==> src/hdl/ufec_pkg.sv <==
// constants, codes and types shared by both ends of the function event control link
package ufec_pkg;
    localparam int CLK_MHZ = 50;
    localparam int SUSPEND_IDLE_US = 3000;
    localparam int SUSPEND_IDLE_CYCLES = SUSPEND_IDLE_US * CLK_MHZ;
    localparam int REG_SETTLE_US = 3;
    localparam int REG_SETTLE_CYCLES = REG_SETTLE_US * CLK_MHZ;

    // register offsets on the cpu port
    localparam logic [2:0] REG_EVENT_FLAGS = 3'h0;
    localparam logic [2:0] REG_EVENT_ENABLES = 3'h1;
    localparam logic [2:0] REG_LINK_CONTROL = 3'h2;
    localparam logic [2:0] REG_NODE_ID = 3'h3;
    localparam logic [2:0] REG_TRANSFER_STATUS = 3'h4;
    localparam logic [2:0] REG_CONTROL_PIPE = 3'h5;

    // values after reset, and masks of the writable enable bits and the main interrupt bits
    localparam logic [7:0] EVENT_FLAGS_RST = 8'h00;
    localparam logic [7:0] EVENT_ENABLES_RST = 8'h00;
    localparam logic [7:0] LINK_CONTROL_RST = 8'h06;
    localparam logic [7:0] ENABLE_WRITABLE = 8'hbf;
    localparam logic [7:0] MAIN_VECTOR_BITS = 8'hbb;

    // event flag positions
    localparam int EV_GOOD = 7;
    localparam int EV_SOVR = 5;
    localparam int EV_FAULT = 4;
    localparam int EV_IDLE = 3;
    localparam int EV_WAKE = 2;
    localparam int EV_RESET = 1;
    localparam int EV_SOF = 0;

    // token pids
    localparam logic [3:0] PID_OUT = 4'h1;
    localparam logic [3:0] PID_IN = 4'h9;
    localparam logic [3:0] PID_SETUP = 4'hd;

    // directional pipe states
    localparam logic [1:0] STAT_DISABLED = 2'h0;
    localparam logic [1:0] STAT_STALL = 2'h1;
    localparam logic [1:0] STAT_NAK = 2'h2;
    localparam logic [1:0] STAT_VALID = 2'h3;

    // answers from the device back to the host
    typedef enum logic [2:0] {
        ANS_ACK = 3'h0,
        ANS_NAK = 3'h1,
        ANS_STALL = 3'h2,
        ANS_DATA0 = 3'h3,
        ANS_DATA1 = 3'h4
    } ufec_ans_t;

    // kinds of item the host puts on the link
    typedef enum logic [2:0] {
        KIND_TOKEN = 3'h0,
        KIND_DATA = 3'h1,
        KIND_ACK = 3'h2,
        KIND_ERR = 3'h3,
        KIND_SOF = 3'h4
    } ufec_kind_t;

    typedef enum logic [2:0] {
        ST_IDLE = 3'b001,
        ST_DATA = 3'b010,
        ST_ACK = 3'b100
    } ufec_state_t;
endpackage

==> src/hdl/ufec_link_if.sv <==
// link between the host controller end and the function end
`timescale 1ns/10ps
interface ufec_link_if;
    import ufec_pkg::*;
    logic tokValid;
    logic [3:0] tokPid;
    logic [6:0] tokAddr;
    logic [1:0] tokEp;
    logic dataValid;
    logic dataPid1;
    logic dataGood;
    logic hostAck;
    logic sofValid;
    logic errValid;
    logic [2:0] errCode;
    logic lineIdle;
    logic resetSeq;
    logic resumeSeq;
    logic ansValid;
    ufec_ans_t ansKind;
    logic resumeDrive;
    logic regOff;

    modport dev (
        input tokValid, tokPid, tokAddr, tokEp, dataValid, dataPid1, dataGood, hostAck,
        input sofValid, errValid, errCode, lineIdle, resetSeq, resumeSeq,
        output ansValid, ansKind, resumeDrive, regOff
    );
    modport host (
        output tokValid, tokPid, tokAddr, tokEp, dataValid, dataPid1, dataGood, hostAck,
        output sofValid, errValid, errCode, lineIdle, resetSeq, resumeSeq,
        input ansValid, ansKind, resumeDrive, regOff
    );
endinterface

==> src/hdl/ufec_device.sv <==
// function end: event flags, link control, node address, status and control pipe
`timescale 1ns/10ps
module ufec_device
    import ufec_pkg::*;
#(
    parameter int IDLE_CYCLES = SUSPEND_IDLE_CYCLES
) (
    input wire logic clk_sys,
    input wire logic rst,
    ufec_link_if.dev link,
    input wire logic [2:0] regAddr,
    input wire logic [7:0] regWdata,
    input wire logic regWr,
    input wire logic regRd,
    output logic [7:0] regRdata,
    input wire logic cpuIntMask,
    input wire logic pipeCtrPending,
    input wire logic pipeDone,
    input wire logic [1:0] pipeDoneEp,
    input wire logic pipeDoneIn,
    output logic irqMain,
    output logic irqWake,
    output logic pipeReset
);
    localparam int CW = $clog2(IDLE_CYCLES + 2);
    localparam logic [CW-1:0] CNT_HIT = CW'(IDLE_CYCLES);
    localparam logic [CW-1:0] CNT_TOP = CW'(IDLE_CYCLES + 1);
    localparam logic [7:0] SETTLE_LOAD = 8'(REG_SETTLE_CYCLES);

    logic [5:0] flags_r;
    logic [7:0] enables_r;
    logic resumeSeen_r, rstSeen_r, resumeBit_r, regOff_r, forceSleep_r, forceReset_r;
    logic [6:0] nodeId_r;
    logic [1:0] statPid_r, statEp_r;
    logic statDir_r;
    logic [2:0] statErr_r;
    logic pDone_r, txTog_r, rxTog_r;
    logic [1:0] txStat_r, rxStat_r;
    logic detEn_r, waking_r;
    logic [CW-1:0] idleCnt_r;
    logic resetSeqD_r, forceResetD_r;
    logic [7:0] settle_r;
    ufec_state_t state_r, state_nxt;
    logic isSetup_r, isSetup_nxt;
    logic [3:0] curPid_r;
    logic ansValid_r, ansValid_nxt;
    ufec_ans_t ansKind_r, ansKind_nxt;
    logic [7:0] regRdata_r;
    logic doneEv, setupEv, rxFlip, txFlip, stallSet;
    logic wrFlags, wrEn, wrCtl, wrNode, wrPipe;
    logic linkReset, busResetEv, wakeEv, suspEv, sovrEv, accept;
    logic [7:0] flagView;

    ////////////////////////////////////////////////////////////////////////////
    // decode and event terms
    assign wrFlags = regWr && (regAddr == REG_EVENT_FLAGS);
    assign wrEn = regWr && (regAddr == REG_EVENT_ENABLES);
    assign wrCtl = regWr && (regAddr == REG_LINK_CONTROL);
    assign wrNode = regWr && (regAddr == REG_NODE_ID);
    assign wrPipe = regWr && (regAddr == REG_CONTROL_PIPE);
    assign linkReset = link.resetSeq | forceReset_r;
    assign pipeReset = linkReset;
    // a reset is flagged on the line edge and again on release of the forced hold
    assign busResetEv = (link.resetSeq & ~resetSeqD_r) | (forceResetD_r & ~forceReset_r);
    assign wakeEv = forceSleep_r & ~link.lineIdle;
    assign suspEv = detEn_r & link.lineIdle & (idleCnt_r == CNT_HIT);
    assign sovrEv = setupEv & pDone_r;
    // tokens are ignored while held in reset, asleep, or while the regulator settles
    assign accept = link.tokValid && (link.tokAddr == nodeId_r) && (link.tokEp == 2'h0)
        && !linkReset && !forceSleep_r && !regOff_r && (settle_r == 8'h00);

    ////////////////////////////////////////////////////////////////////////////
    // edge history of the reset sources
    always_ff @(posedge clk_sys) begin
        if (rst) begin
            resetSeqD_r <= 1'b0;
            forceResetD_r <= 1'b0;
        end else begin
            resetSeqD_r <= link.resetSeq;
            forceResetD_r <= forceReset_r;
        end
    end

    // idle timer; saturates past the hit so the flag is raised once per idle stretch
    always_ff @(posedge clk_sys) begin
        if (rst || !link.lineIdle || !detEn_r) begin
            idleCnt_r <= '0;
        end else if (idleCnt_r != CNT_TOP) begin
            idleCnt_r <= idleCnt_r + CW'(1);
        end
    end

    // idle detection armed by a bus reset event, dropped on forced sleep, rearmed after resume
    always_ff @(posedge clk_sys) begin
        if (rst) begin
            detEn_r <= 1'b0;
            waking_r <= 1'b0;
        end else begin
            if (wakeEv || (wrCtl && !regWdata[1] && forceSleep_r)) begin
                waking_r <= 1'b1;
            end else if (waking_r && !link.resumeSeq && !resumeBit_r) begin
                waking_r <= 1'b0;
                detEn_r <= 1'b1;
            end
            if (wrCtl && regWdata[1]) begin
                detEn_r <= 1'b0;
                waking_r <= 1'b0;
            end
            if (busResetEv) begin
                detEn_r <= 1'b1;
            end
        end
    end

    ////////////////////////////////////////////////////////////////////////////
    // event flags: a written zero clears, hardware set in the same cycle wins
    always_ff @(posedge clk_sys) begin
        if (rst) begin
            flags_r <= EVENT_FLAGS_RST[5:0];
        end else begin
            flags_r <= (wrFlags ? (flags_r & regWdata[5:0]) : flags_r)
                | {sovrEv, link.errValid, suspEv, wakeEv, busResetEv,
                   link.sofValid & ~linkReset};
        end
    end

    always_ff @(posedge clk_sys) begin
        if (rst) begin
            enables_r <= EVENT_ENABLES_RST;
        end else if (wrEn) begin
            enables_r <= regWdata & ENABLE_WRITABLE;
        end
    end

    // the good-transfer flag is the or of all pipe done bits, not stored here
    assign flagView = {pDone_r | pipeCtrPending, 1'b0, flags_r};
    assign irqMain = (|(flagView & enables_r & MAIN_VECTOR_BITS)) & ~cpuIntMask;
    assign irqWake = flagView[EV_WAKE] & enables_r[EV_WAKE] & ~cpuIntMask;

    ////////////////////////////////////////////////////////////////////////////
    // link control bits
    always_ff @(posedge clk_sys) begin
        if (rst) begin
            {resumeSeen_r, rstSeen_r} <= LINK_CONTROL_RST[7:6];
            {resumeBit_r, regOff_r, forceSleep_r, forceReset_r} <= LINK_CONTROL_RST[3:0];
        end else begin
            if (wrCtl) begin
                {resumeBit_r, regOff_r, forceSleep_r, forceReset_r} <= regWdata[3:0];
                if (regWdata[1] && !forceSleep_r) begin
                    {resumeSeen_r, rstSeen_r} <= 2'h0;
                end
            end
            if (wakeEv) begin
                forceSleep_r <= 1'b0;
                resumeSeen_r <= link.resumeSeq;
                rstSeen_r <= link.resetSeq;
            end
        end
    end

    assign link.resumeDrive = resumeBit_r;
    assign link.regOff = regOff_r;

    // after the regulator comes back, the link stays deaf until supply settles
    always_ff @(posedge clk_sys) begin
        if (rst || regOff_r) begin
            settle_r <= SETTLE_LOAD;
        end else if (settle_r != 8'h00) begin
            settle_r <= settle_r - 8'h01;
        end
    end

    always_ff @(posedge clk_sys) begin
        if (rst || linkReset) begin
            nodeId_r <= 7'h00;
        end else if (wrNode) begin
            nodeId_r <= regWdata[6:0];
        end
    end

    ////////////////////////////////////////////////////////////////////////////
    // transfer status; left alone on a setup overrun
    always_ff @(posedge clk_sys) begin
        if (rst) begin
            {statPid_r, statDir_r, statEp_r, statErr_r} <= 8'h00;
        end else begin
            if (doneEv && !sovrEv) begin
                statPid_r <= curPid_r[3:2];
                statEp_r <= 2'h0;
            end
            if (pipeDone) begin
                statDir_r <= pipeDoneIn;
                statEp_r <= pipeDoneEp;
            end
            if (link.errValid) begin
                statErr_r <= link.errCode;
            end else if (wrFlags && !regWdata[EV_FAULT]) begin
                statErr_r <= 3'h0;
            end
        end
    end

    ////////////////////////////////////////////////////////////////////////////
    // control pipe transaction sequencer
    always_comb begin
        state_nxt = state_r;
        isSetup_nxt = isSetup_r;
        ansValid_nxt = 1'b0;
        ansKind_nxt = ANS_NAK;
        {doneEv, setupEv, rxFlip, txFlip, stallSet} = 5'h00;
        unique case (state_r)
            ST_IDLE: begin
                if (accept && link.tokPid == PID_SETUP && rxStat_r != STAT_DISABLED) begin
                    state_nxt = ST_DATA;
                    isSetup_nxt = 1'b1;
                end else if (accept && (link.tokPid == PID_OUT || link.tokPid == PID_IN)) begin
                    // an in token looks at the transmit state, an out token at the receive state
                    unique case ((link.tokPid == PID_IN) ? txStat_r : rxStat_r)
                        STAT_STALL: begin
                            ansValid_nxt = 1'b1;
                            ansKind_nxt = ANS_STALL;
                            stallSet = 1'b1;
                        end
                        STAT_NAK: begin
                            ansValid_nxt = 1'b1;
                            ansKind_nxt = ANS_NAK;
                        end
                        STAT_VALID: begin
                            ansValid_nxt = (link.tokPid == PID_IN);
                            ansKind_nxt = txTog_r ? ANS_DATA1 : ANS_DATA0;
                            state_nxt = (link.tokPid == PID_IN) ? ST_ACK : ST_DATA;
                            isSetup_nxt = 1'b0;
                        end
                        STAT_DISABLED: state_nxt = ST_IDLE;
                    endcase
                end
            end
            ST_DATA: begin
                if (link.dataValid) begin
                    state_nxt = ST_IDLE;
                    // a corrupted packet gets no handshake at all
                    if (link.dataGood) begin
                        ansValid_nxt = 1'b1;
                        ansKind_nxt = ANS_ACK;
                        if (isSetup_r) begin
                            {doneEv, setupEv} = 2'h3;
                        end else if (link.dataPid1 == rxTog_r) begin
                            {doneEv, rxFlip} = 2'h3;
                        end
                    end
                end else if (link.tokValid) begin
                    state_nxt = ST_IDLE;
                end
            end
            ST_ACK: begin
                if (link.hostAck) begin
                    state_nxt = ST_IDLE;
                    {doneEv, txFlip} = 2'h3;
                end else if (link.tokValid || link.dataValid) begin
                    state_nxt = ST_IDLE;
                end
            end
            default: state_nxt = ST_IDLE;
        endcase
    end

    always_ff @(posedge clk_sys) begin
        if (rst || linkReset) begin
            state_r <= ST_IDLE;
            isSetup_r <= 1'b0;
            curPid_r <= 4'h0;
            ansValid_r <= 1'b0;
            ansKind_r <= ANS_NAK;
        end else begin
            state_r <= state_nxt;
            isSetup_r <= isSetup_nxt;
            ansValid_r <= ansValid_nxt;
            ansKind_r <= ansKind_nxt;
            if (accept) begin
                curPid_r <= link.tokPid;
            end
        end
    end

    assign link.ansValid = ansValid_r;
    assign link.ansKind = ansKind_r;

    // control pipe register; hardware updates follow the software write and win
    always_ff @(posedge clk_sys) begin
        if (rst) begin
            pDone_r <= 1'b0;
        end else if (doneEv) begin
            pDone_r <= 1'b1;
        end else if (wrPipe) begin
            pDone_r <= pDone_r & regWdata[7];
        end
    end

    always_ff @(posedge clk_sys) begin
        if (rst || linkReset) begin
            {txTog_r, txStat_r, rxTog_r, rxStat_r} <= 6'h00;
        end else begin
            if (wrPipe) begin
                {txTog_r, txStat_r} <= regWdata[6:4];
                {rxTog_r, rxStat_r} <= regWdata[2:0];
            end
            if (doneEv) begin
                txStat_r <= STAT_NAK;
                rxStat_r <= STAT_NAK;
            end
            if (setupEv) begin
                txTog_r <= 1'b1;
                rxTog_r <= 1'b0;
            end
            if (rxFlip) begin
                rxTog_r <= ~rxTog_r;
            end
            if (txFlip) begin
                txTog_r <= ~txTog_r;
            end
            if (stallSet) begin
                txStat_r <= STAT_STALL;
                rxStat_r <= STAT_STALL;
            end
        end
    end

    ////////////////////////////////////////////////////////////////////////////
    // read port: data one cycle after the strobe, unmapped offsets read zero
    always_ff @(posedge clk_sys) begin
        if (rst) begin
            regRdata_r <= 8'h00;
        end else if (regRd) begin
            unique case (regAddr)
                REG_EVENT_FLAGS: regRdata_r <= flagView;
                REG_EVENT_ENABLES: regRdata_r <= enables_r;
                REG_LINK_CONTROL: regRdata_r <= {resumeSeen_r, rstSeen_r, 2'h0, resumeBit_r,
                    regOff_r, forceSleep_r, forceReset_r};
                REG_NODE_ID: regRdata_r <= {1'b0, nodeId_r};
                REG_TRANSFER_STATUS: regRdata_r <= {statPid_r, statDir_r, statEp_r, statErr_r};
                REG_CONTROL_PIPE: regRdata_r <= {pDone_r, txTog_r, txStat_r, 1'b0, rxTog_r,
                    rxStat_r};
                default: regRdata_r <= 8'h00;
            endcase
        end else begin
            regRdata_r <= 8'h00;
        end
    end

    assign regRdata = regRdata_r;
endmodule

==> src/flat_wrapper.sv <==
// flat-port wrapper written by rule: the top's interface ports become plain ports
module ufec_device_flat import ufec_pkg::*;
#(
    parameter int IDLE_CYCLES = SUSPEND_IDLE_CYCLES
)
  (clk_sys, rst, regAddr, regWdata, regWr, regRd, regRdata, cpuIntMask, pipeCtrPending, pipeDone, pipeDoneEp, pipeDoneIn, irqMain, irqWake, pipeReset, link_tokValid, link_tokPid, link_tokAddr, link_tokEp, link_dataValid, link_dataPid1, link_dataGood, link_hostAck, link_sofValid, link_errValid, link_errCode, link_lineIdle, link_resetSeq, link_resumeSeq, link_ansValid, link_ansKind, link_resumeDrive, link_regOff);
  ufec_link_if link_i ();
  input wire logic clk_sys;
  input wire logic rst;
  input wire logic [2:0] regAddr;
  input wire logic [7:0] regWdata;
  input wire logic regWr;
  input wire logic regRd;
  output logic [7:0] regRdata;
  input wire logic cpuIntMask;
  input wire logic pipeCtrPending;
  input wire logic pipeDone;
  input wire logic [1:0] pipeDoneEp;
  input wire logic pipeDoneIn;
  output logic irqMain;
  output logic irqWake;
  output logic pipeReset;
  input wire logic [$bits(link_i.tokValid)-1:0] link_tokValid;
  input wire logic [$bits(link_i.tokPid)-1:0] link_tokPid;
  input wire logic [$bits(link_i.tokAddr)-1:0] link_tokAddr;
  input wire logic [$bits(link_i.tokEp)-1:0] link_tokEp;
  input wire logic [$bits(link_i.dataValid)-1:0] link_dataValid;
  input wire logic [$bits(link_i.dataPid1)-1:0] link_dataPid1;
  input wire logic [$bits(link_i.dataGood)-1:0] link_dataGood;
  input wire logic [$bits(link_i.hostAck)-1:0] link_hostAck;
  input wire logic [$bits(link_i.sofValid)-1:0] link_sofValid;
  input wire logic [$bits(link_i.errValid)-1:0] link_errValid;
  input wire logic [$bits(link_i.errCode)-1:0] link_errCode;
  input wire logic [$bits(link_i.lineIdle)-1:0] link_lineIdle;
  input wire logic [$bits(link_i.resetSeq)-1:0] link_resetSeq;
  input wire logic [$bits(link_i.resumeSeq)-1:0] link_resumeSeq;
  output wire logic [$bits(link_i.ansValid)-1:0] link_ansValid;
  output wire logic [$bits(link_i.ansKind)-1:0] link_ansKind;
  output wire logic [$bits(link_i.resumeDrive)-1:0] link_resumeDrive;
  output wire logic [$bits(link_i.regOff)-1:0] link_regOff;
  assign link_i.tokValid = link_tokValid;
  assign link_i.tokPid = link_tokPid;
  assign link_i.tokAddr = link_tokAddr;
  assign link_i.tokEp = link_tokEp;
  assign link_i.dataValid = link_dataValid;
  assign link_i.dataPid1 = link_dataPid1;
  assign link_i.dataGood = link_dataGood;
  assign link_i.hostAck = link_hostAck;
  assign link_i.sofValid = link_sofValid;
  assign link_i.errValid = link_errValid;
  assign link_i.errCode = link_errCode;
  assign link_i.lineIdle = link_lineIdle;
  assign link_i.resetSeq = link_resetSeq;
  assign link_i.resumeSeq = link_resumeSeq;
  assign link_ansValid = link_i.ansValid;
  assign link_ansKind = link_i.ansKind;
  assign link_resumeDrive = link_i.resumeDrive;
  assign link_regOff = link_i.regOff;
  ufec_device #(.IDLE_CYCLES(IDLE_CYCLES)) u_core (.clk_sys(clk_sys), .rst(rst), .link(link_i), .regAddr(regAddr), .regWdata(regWdata), .regWr(regWr), .regRd(regRd), .regRdata(regRdata), .cpuIntMask(cpuIntMask), .pipeCtrPending(pipeCtrPending), .pipeDone(pipeDone), .pipeDoneEp(pipeDoneEp), .pipeDoneIn(pipeDoneIn), .irqMain(irqMain), .irqWake(irqWake), .pipeReset(pipeReset));
endmodule
==> config.mk <==
export PLATFORM = sky130hd
export DESIGN_NAME = ufec_device_flat
export DESIGN_NICKNAME = d
export VERILOG_FILES = /design/src/hdl/ufec_pkg.sv /design/src/hdl/ufec_link_if.sv /design/src/hdl/ufec_device.sv /design/src/flat_wrapper.sv
export SDC_FILE = /design/constraint.sdc
export NUM_CORES = 1
export LEC_CHECK = 0
export BUFFER_PORTS_ARGS = -buffer_cell sky130_fd_sc_hd__buf_2
export CORE_UTILIZATION = 48
export DETAILED_ROUTE_END_ITERATION = 10
export GPL_TIMING_DRIVEN = 0
export HOLD_SLACK_MARGIN = 0.05
export PLACE_DENSITY = 0.69
export SYNTH_ARGS = -nofsm -noshare
export SYNTH_HDL_FRONTEND = slang
export SYNTH_SLANG_ARGS = --single-unit
==> constraint.sdc <==
create_clock -name clk_sys -period 2.9 [get_ports clk_sys]
set_input_delay 0 -clock clk_sys [delete_from_list [all_inputs] [get_ports clk_sys]]
set_output_delay 0 -clock clk_sys [all_outputs]
set_load 0.05 [all_outputs]
==> results of run 1 <==
## final timing paths
kind / from / end / slack [ps] / cells past startpoint
worst min register to register: u_core.waking_r / u_core.waking_r / 480 / 2
worst max register to register: u_core.state_r[2] / u_core.statEp_r[1] / 210 / 6
worst max-delay path: u_core.state_r[2] / u_core.statEp_r[1] / 210 / 6
worst min-delay path: link_dataValid / u_core.state_r[1] / 70 / 4
## logic make-up (layout without fill, tap and decap cells)
| kind of cell | count (synthesis) | after routing | synth area share, % |
|---|---|---|---|
| fa+ha+maj | 7 | 7 | 2.04 |
| xor+xnor | 23 | 23 | 4.68 |
| mux | 35 | 35 | 8.87 |
| buf+inv | 42 | 151 | 3.84 |
| simple gates | 195 | 195 | 24.2 |
| flops | 89 | 89 | 41.4 |
| compound gates | 106 | 106 | 14.9 |
## cell usage after synthesis, drive strengths merged, types with 8 or more instances
library cell	number	area [µm²]
xnor2	13	114
nand3b	13	97.6
o21ai	30	150
mux2i	28	280
nand2	45	169
nand2b	8	50.1
nor2	58	218
dfxtp	89	1780
inv	20	75.1
xor2	10	87.6
a21oi	38	190
nor4	8	65.1
clkbuf	17	63.8
nand3	13	65.1
a211oi	10	75.1
## routing by layer
layer | vias to the layer above | global-route usage [%] | wire length, µm
li1 | 1977 | - | -
met1 | 1893 | 32.2 | 5100
met2 | 145 | 39.2 | 5210
met3 | 19 | 4.77 | 701
met4 | 0 | 7.46 | 211
met5 | - | 0 | 0
## repair_timing
action / in CTS / in global routing
hold buffers: 32 / 0
hold endpoints to repair: 35 / 0
setup endpoints to repair: 0 / 2
resized for setup: 0 / 1
buffers inserted: 0 / 0
## layout make-up
class	count	area (µm²)
clock inverter	6	67.6
tap	108	135
inverter	20	75.1
timing repair buffer	93	626
fill	784	3420
sequential	89	1780
multi-input combinational	366	2360
buffer	22	90.1
clock buffer	10	128
## worst max-delay path, stage by stage, from the launching register on
cell	delay (ps)
dfxtp_1	340
clkbuf_1	340
nor4bb_2	600
o21ai_0	440
nand3b_1	210
a21oi_1	80
dlygate4sd3_1	580
## sequential cells by signal, summed over array words and instances, names as in the netlist, 2 cells and up
name,count
u_core.nodeId_r,7
u_core.txStat_r,2
u_core.state_r,3
u_core.idleCnt_r,18
u_core.curPid_r,2
u_core.statPid_r,2
u_core.enables_r,7
u_core.settle_r,8
u_core.statErr_r,3
u_core.rxStat_r,2
u_core.regRdata,8
u_core.flags_r,6
u_core.link.ansKind,3
u_core.statEp_r,2
## through the flow
stage               utilization (%)  hold slack, ps  setup slack (ps)
floorplan                         -             117               447
global placement               54.6             237               286
detailed placement             54.6             258               270
CTS                            60.6            50.1              92.9
global route                   60.6            73.9               116
finish                         60.6            68.2               209
## power by group
| group | internal, mW | total [mW] | switching, mW |
|---|---|---|---|
| clock network | 0.402 | 0.852 | 0.450 |
| registers | 1.25 | 1.26 | 0.0189 |
| logic | 0.111 | 0.247 | 0.136 |
| total | 1.76 | 2.36 | 0.605 |
==> results.md, run 1 <==
- Initial antenna violation count: 0
- Setup tns final: 0 ps
- Root Driver: clkbuf_8
- First-pass GRT wire length: 18.3 mm
- Final Wtd Congestion: 0.925
- Tightest Pin Transition: 796 ps
- Post-layout net count: 655
- Post-Place Cells: 666
- WL final: 11.2 mm
- Syn Nets: 551
- Clk_lat worst skew: 360 ps
- Setup CP Type: flop to flop
- Most frequent cells in the layout: 89 x dfxtp_1, 61 x buf_2, 58 x nor2_1
- Vias in the first global route: 3842
- Leakage: 1.99 nW
- Max Slew Vio Count: 0
- Diode count: 0
- Fmax: 372 MHz
- Drt pass-1 iters: 5
- PortBufs: 61
- Ys async rst share: 0%
- Seq/Total Area, Yosys: 41.4%
- Relative slew slack: 46.4%
- Final Non-Filler Cells: 714
- Core Box Area: 0.00868 mm²
- Synthesized cell area: 0.00430 mm²
- RSZ-0062 raised after global routing: no
- Worst EP arrival: 2940 ps
- Largest net degree at the start of global routing: 16
- Hold/Removal Path Class: input port to flop
- Startpoint Class: flop
- Congestion Overflow GR: 0
- DP Area: 0.00474 mm²
- Final Hold Violating Endpoints: 0
- Total CTS buffers: 9
- Detailed placer's ending HPWL: 8.30 mm
- Final standard cell area without fillers: 0.00526 mm²
- Die area: 0.00934 mm²
- Violation count after the first detailed-route iteration: 208
- Status: complete, no violations
- Post-Syn Instances: 497
- Commonest non-fill, non-tap cell in the layout: dfxtp_1
- Total chip power: 2.36 mW
- EDFF count, synth: 0
- Setup Skew: 9.26 ps
- CTS tree: done
- Clk pin slew, worst setup/hold paths: 90 ps
- Layout cells sized above 1: 15.7%
- Critical Path Fanout Max: 10
- H-tree depth: 3
- Syn_area_per_cell: 8.65 µm²
- Drc violations: 0
- Seq cells post-synth: 89
- # Max-Cap Violations: 0
- Worst setup EP type: flop
- Vias/cell: 5.65
- ANT nets after route: 0
- GRT Overall Usage: 24.1%
- Vias: 4034
- Part of the cycle the worst path needs: 92.8%
- Post-synth top flop: dfxtp_1
- Num Clock Sinks: 89
- Initial Util: 49.6%
- Avg WL per Cell: 15.7 µm
- Chip width: 96.7 µm
- Worst IR Drop VDD: 359 µV
- Row count: 34
- Maximum buffer depth of the clock tree: 2
- Final setup fails: 0
- Synth-to-layout area growth: 22.4%
- Top-Level Pins: 64
- Chip height: 96.7 µm
- Ys Warns: 0
- Pwr Density: 449 mW/mm²
- Synth unique cells: 58
- Worst path required time: 3150 ps
- Final min period: 2690 ps
No activity file was read; power rests on OpenSTA's default activity.
==> run 2, diff against run 1 <==
==> constraint.sdc (replaced) <==
create_clock -name clk_sys -period 2.9 [get_ports clk_sys]
set_input_delay 0.145 -clock clk_sys [delete_from_list [all_inputs] [get_ports clk_sys]]
set_output_delay 0.145 -clock clk_sys [all_outputs]
set_load 0.05 [all_outputs]
==> run 2 against run 1 <==
Die area did not move. Worst hold slack got worse by 7.8 ps. Non-clock buffer count fell by 24. Sequential cell count did not move. Critical path type unchanged. First-iteration DRC count fell by 15%. Global-route usage fell by 0.45 points. Final cell count fell by 3.4%. Largest power group unchanged.
==> results.md, run 2 (same netlist as run 1, synthesis figures left out) <==
- Status: complete, no violations
- Final core utilization: 57.8% (-2.8 points)
- Root Driver: clkbuf_8
- Vias in the first global route: 3728 (-3.0%)
- Commonest non-fill, non-tap cell in the layout: dfxtp_1
- First-pass GRT wire length: 17.9 mm (-2.1%)
- Leakage: 1.89 nW (-5.1%)
- Final Wtd Congestion: 0.925 (unchanged)
- Chip height: 96.7 µm (unchanged)
- Worst EP arrival: 2900 ps (-40 ps)
- Max reg flops: 18 (unchanged)
- Seq. cell area: 0.00178 mm² (unchanged)
- PortBufs: 61 (unchanged)
- Violation count after the first detailed-route iteration: 177 (-15%)
- Post_cts resized: 0 (unchanged)
- Critical Path Fanout Max: 10 (unchanged)
- # Max-Cap Violations: 0 (unchanged)
- Synth-to-layout area growth: 16.6%
- Biggest cell delay along the critical path: 500 ps (-100 ps)
- Worst IR Drop VDD: 352 µV (-1.8%)
- Area used by multi-input combinational logic: 0.00235 mm² (-0.26%)
- Largest reg by FF count: u_core.idleCnt_r
- Max Slew Vio Count: 0 (unchanged)
- Initial Util: 49.6% (unchanged)
- CTS tree: done
- Top-Level Pins: 64 (unchanged)
- Postcts setup bufs: 0 (unchanged)
- # hold bufs at CTS: 8 (-75%)
- Total CTS buffers: 9 (unchanged)
- Avg WL per Cell: 15.8 µm (+0.58%)
- Vias/cell: 5.65 (about the same)
- H-tree depth: 3 (unchanged)
- Detailed placer's ending HPWL: 8.30 mm (unchanged)
- Clk pin slew, worst setup/hold paths: 90 ps (about the same)
- Final Non-Filler Cells: 690 (-3.4%)
- Pwr Density: 466 mW/mm² (+3.8%)
- Final min period: 2660 ps (-26.7 ps)
- Layout cells sized above 1: 16.2% (+0.47 points)
- Drt pass-1 iters: 4 (-1)
- Congestion Overflow GR: 0 (unchanged)
- Post-layout net count: 631 (-3.7%)
- Worst setup EP type: flop
- Relative slew slack: 47.4% (+1.0 points)
- WL final: 10.9 mm (-2.8%)
- Final setup fails: 0 (unchanged)
- Part of the cycle the worst path needs: 91.9% (-0.92 points)
- RSZ-0062 raised after global routing: no
- Setup Skew: 9.09 ps (-0.175 ps)
- Die area: 0.00934 mm² (unchanged)
- Total chip power: 2.34 mW (-1.1%)
- Post-Place Cells: 666 (unchanged)
- Hold/Removal Path Class: input port to flop
- Startpoint Class: flop
- Chip width: 96.7 µm (unchanged)
- Setup CP Type: flop to flop
- Setup tns final: 0 ps (unchanged)
- ANT nets after route: 0 (unchanged)
- Clk_lat worst skew: 360 ps (about the same)
- Slowest cell on the critical path: or4b_4
- Most frequent cells in the layout: 89 x dfxtp_1, 61 x buf_2, 58 x nor2_1
- Fmax: 375 MHz (+1.0%)
- Final Hold Violating Endpoints: 0 (unchanged)
- Row count: 34 (unchanged)
- Maximum buffer depth of the clock tree: 2 (unchanged)
- Core Box Area: 0.00868 mm² (unchanged)
- Worst path required time: 3130 ps (-20 ps)
- Num Clock Sinks: 89 (unchanged)
- Vias: 3900 (-3.3%)
- Filler cells: 823 (+5.0%)
- Largest net degree at the start of global routing: 16 (unchanged)
- Drc violations: 0 (unchanged)
- GRT Overall Usage: 23.7% (-0.45 points)
- Critical-path cell list: inv_1 > ha_1 > or4b_4 > or4_4 > nor4_4 > buf_6 > a21boi_2 > a2111o_1
- Initial antenna violation count: 0 (unchanged)
- Diode count: 0 (unchanged)
- Tightest Pin Transition: 781 ps (-15.3 ps)
-- run 2: final timing paths --
| kind | slack, ps | start | cells past startpoint | endpoint |
|---|---|---|---|---|
| min reg2reg | 470 | u_core.waking_r | 2 | u_core.waking_r |
| min | 60 | link_tokPid[2] | 3 | u_core.curPid_r[2] |
| max | 240 | u_core.settle_r[0] | 8 | u_core.link.ansKind[0] |
| max reg2reg | 240 | u_core.settle_r[0] | 8 | u_core.link.ansKind[0] |
-- run 2: cell type report --
type / count / share of cell area (%)
clock inverter: 6 / 1.35
clock buffer: 10 / 2.54
inverter: 20 / 1.50
multi-input combinational: 366 / 46.9
timing repair buffer: 69 / 7.68
tap: 108 / 2.69
buffer: 22 / 1.80
sequential: 89 / 35.5
-- run 2: power breakdown --
group	total (mW)	leakage, nW	internal [mW]	switching [mW]
Combinational	0.221	1.08	0.0898	0.131
Clock	0.852	0.0929	0.402	0.450
Sequential	1.26	0.722	1.25	0.0189
-- run 2: worst max-delay path, delay by kind of cell, from the launching register on --
kind,cells,cell delay (ps)
AO/OA/AOI/OAI,2,460
adder cells (fa/ha/maj),1,210
AND/OR/NAND/NOR,3,1260
buffers and inverters,2,290
flip-flops,1,320
-- run 2: per-layer routing --
| layer | vias to the layer above | GRT usage (%) | share of wire (%) |
|---|---|---|---|
| li1 | 1931 | - | - |
| met1 | 1805 | 32.2 | 46 |
| met2 | 145 | 37.4 | 46 |
| met3 | 19 | 4.48 | 6.5 |
| met4 | 0 | 8.38 | 2.0 |
| met5 | - | 0 | 0 |
-- run 2: metrics by stage --
stage	hold WS, ps	setup WS [ps]	area, µm²
after floorplan	262	447	4300
after global placement	382	286	4740
after global routing	71.3	129	5020
after CTS	51.4	244	5020
after detailed placement	403	270	4740
final	60.4	236	5020
==> run 3, diff against run 2 <==
--- a/config.mk
+++ b/config.mk
@@ -11,6 +11,7 @@
 export GPL_TIMING_DRIVEN = 0
 export HOLD_SLACK_MARGIN = 0.05
 export PLACE_DENSITY = 0.69
+export RECOVER_POWER = 25
 export SYNTH_ARGS = -nofsm -noshare
 export SYNTH_HDL_FRONTEND = slang
 export SYNTH_SLANG_ARGS = --single-unit
==> run 3 against run 2 <==
Clock-buffer cell count is the same. Sequential cell count did not move. Worst hold slack improved by 3.1 ps. Total power is essentially flat. Global-route usage stayed put. First-iteration DRC count rose by 20%. Die area unchanged. Critical path depth did not move. Sequential power about the same. Final cell count unchanged. Design area is 0.32% lower. Non-clock buffer count unchanged. Critical path type unchanged. Largest cell class unchanged. Largest power group unchanged.
==> results.md, run 3 (same netlist as run 1, synthesis figures left out) <==
- Status: complete, no violations
- GRT Overall Usage: 23.7% (unchanged)
- Initial antenna violation count: 0 (unchanged)
- RSZ-0062 raised after global routing: no
- Worst hold endpoint: u_core.curPid_r[2]
- Worst setup EP type: flop
- ANT nets after route: 0 (unchanged)
- Met3 WL: 669 µm (-5.4%)
- Max reg flops: 18 (unchanged)
- Chip width: 96.7 µm (unchanged)
- Biggest cell delay along the critical path: 500 ps (about the same)
- Final min period: 2670 ps (+3.77 ps)
- Fmax: 375 MHz (-0.14%)
- Leakage: 1.84 nW (-2.7%)
- Worst path required time: 3130 ps (about the same)
- Vias: 3901 (+0.026%)
- Total CTS buffers: 9 (unchanged)
- Congestion Overflow GR: 0 (unchanged)
- Worst IR Drop VDD: 354 µV (+0.51%)
- CP Buf/Inv Count: 2 (unchanged)
- Origin of the critical flop-to-flop path: u_core.settle_r[0]
- Final standard cell area without fillers: 0.00500 mm² (-0.32%)
- Top Layer Used: met4
- Top Family by Delay on Critical Path: simple AND/OR/NAND/NOR gates
- Vias/cell: 5.65 (about the same)
- CTS tree: done
- Row count: 34 (unchanged)
- Most frequent cells in the layout: 89 x dfxtp_1, 58 x nor2_1, 48 x buf_2
- Initial Util: 49.6% (unchanged)
- Final Hold Violating Endpoints: 0 (unchanged)
- Final setup fails: 0 (unchanged)
- Top-Level Pins: 64 (unchanged)
- Setup tns final: 0 ps (unchanged)
- Hold Slack: 63.5 ps (+3.12 ps)
- Synth-to-layout area growth: 16.3%
- Reg2reg end: u_core.link.ansKind[0]
- Root Driver: clkbuf_8
- Critical Path Fanout Max: 10 (unchanged)
- DP Area: 0.00474 mm² (unchanged)
- Commonest non-fill, non-tap cell in the layout: dfxtp_1
- Setup slack at placement: 270 ps (unchanged)
- Setup Skew: 9.37 ps (+0.279 ps)
- Critical-path cell list: inv_1 > ha_1 > or4b_4 > or4_4 > nor4_4 > buf_6 > a21boi_2 > a2111o_1
- Final worst slack: 232 ps (-3.77 ps)
- Final core utilization: 57.6% (-0.19 points)
- Startpoint Class: flop
- Largest reg by FF count: u_core.idleCnt_r
- Hold depth: 3 (unchanged)
- WL final: 11.0 mm (+0.51%)
- Chip height: 96.7 µm (unchanged)
- Diode count: 0 (unchanged)
- Worst EP arrival: 2900 ps (about the same)
- Relative slew slack: 49.0% (+1.6 points)
- Clk_lat worst skew: 360 ps (about the same)
- Hold Path Origin: link_tokPid[2]
- Filler cells: 832 (+1.1%)
- # Max-Cap Violations: 0 (unchanged)
- Slowest cell on the critical path: or4b_4
- Worst reg2reg setup slack: 230 ps (about the same)
- Hold/Removal Path Class: input port to flop
- PortBufs: 61 (unchanged)
- Num Clock Sinks: 89 (unchanged)
- Detailed placer's ending HPWL: 8.30 mm (unchanged)
- H-tree depth: 3 (unchanged)
- Clk pin slew, worst setup/hold paths: 90 ps (about the same)
- Setup CP Type: flop to flop
- Drt pass-1 iters: 4 (unchanged)
- Met2 wire length: 5.02 mm (+0.80%)
- First-pass GRT wire length: 17.9 mm (unchanged)
- Vias in the first global route: 3728 (unchanged)
- M1 WL: 5.09 mm (+1.5%)
- Core Box Area: 0.00868 mm² (unchanged)
- Final Wtd Congestion: 0.925 (unchanged)
- Die area: 0.00934 mm² (unchanged)
- Tightest Pin Transition: 754 ps (-26.7 ps)
- Largest net degree at the start of global routing: 16 (unchanged)
- Max Slew Vio Count: 0 (unchanged)
- Avg WL per Cell: 15.9 µm (+0.51%)
- Violation count after the first detailed-route iteration: 213 (+20%)
- Post-layout net count: 631 (unchanged)
- Maximum buffer depth of the clock tree: 2 (unchanged)
- Reg2Reg Depth: 8 (unchanged)
- Drc violations: 0 (unchanged)
- Pwr Density: 468 mW/mm² (+0.36%)
- Part of the cycle the worst path needs: 92.0% (+0.13 points)
- Layout cells sized above 1: 13.9% (-2.2 points)
==> run 3: how the worst max path moves through the flow <==
stage / slack (ps) / cells past startpoint / start / to
floorplan: 450 / 8 / u_core.settle_r[0] / u_core.link.ansKind[0]
global placement: 290 / 8 / u_core.settle_r[0] / u_core.link.ansKind[0]
detailed placement: 270 / 8 / u_core.settle_r[0] / u_core.link.ansKind[0]
CTS: 240 / 8 / u_core.settle_r[0] / u_core.link.ansKind[0]
global route: 130 / 8 / u_core.settle_r[0] / u_core.link.ansKind[0]
finish: 230 / 8 / u_core.settle_r[0] / u_core.link.ansKind[0]
==> run 3: area by class of cell <==
type,instances,area [µm²],area share [%]
plain buffers,22,90.1,1.80
clock buffers,10,128,2.55
clock inverters,6,67.6,1.35
inverters,20,75.1,1.50
multi-input cells,366,2350,47.1
flip-flops and latches,89,1780,35.6
well taps,108,135,2.70
repair buffers,69,369,7.38
==> run 3: timing repair <==
item	in CTS	in global routing
hold buffers	8	0
endpoints found under the hold margin	8	0
gates resized for setup	0	0
buffers inserted	0	0
endpoints found under the setup margin	0	0
==> run 3: worst min-delay path: cells and delay by family <==
family	cells	cell delay [ps]
and+or+nand+nor	1	70
buffers and inverters	1	100
muxes	1	70
==> run 3: power breakdown <==
group	internal [mW]	leakage (nW)	total [mW]	switching (mW)
Clock	0.402	0.0929	0.854	0.452
Sequential	1.25	0.722	1.26	0.0189
Combinational	0.0889	1.02	0.220	0.131
Total	1.74	1.84	2.34	0.602
==> run 3: per-layer routing <==
layer	track usage, %	up-vias
met2	37.4	125
met1	32.2	1828
met5	0	-
li1	-	1934
met4	8.38	0
met3	4.48	14
==> run 3: per-stage QoR <==
step | power (mW) | cells
floorplan | 1.42 | 497
global placement | 1.50 | 666
detailed placement | 1.50 | 666
CTS | 2.36 | 690
global route | 2.43 | 690
finish | 2.34 | 690
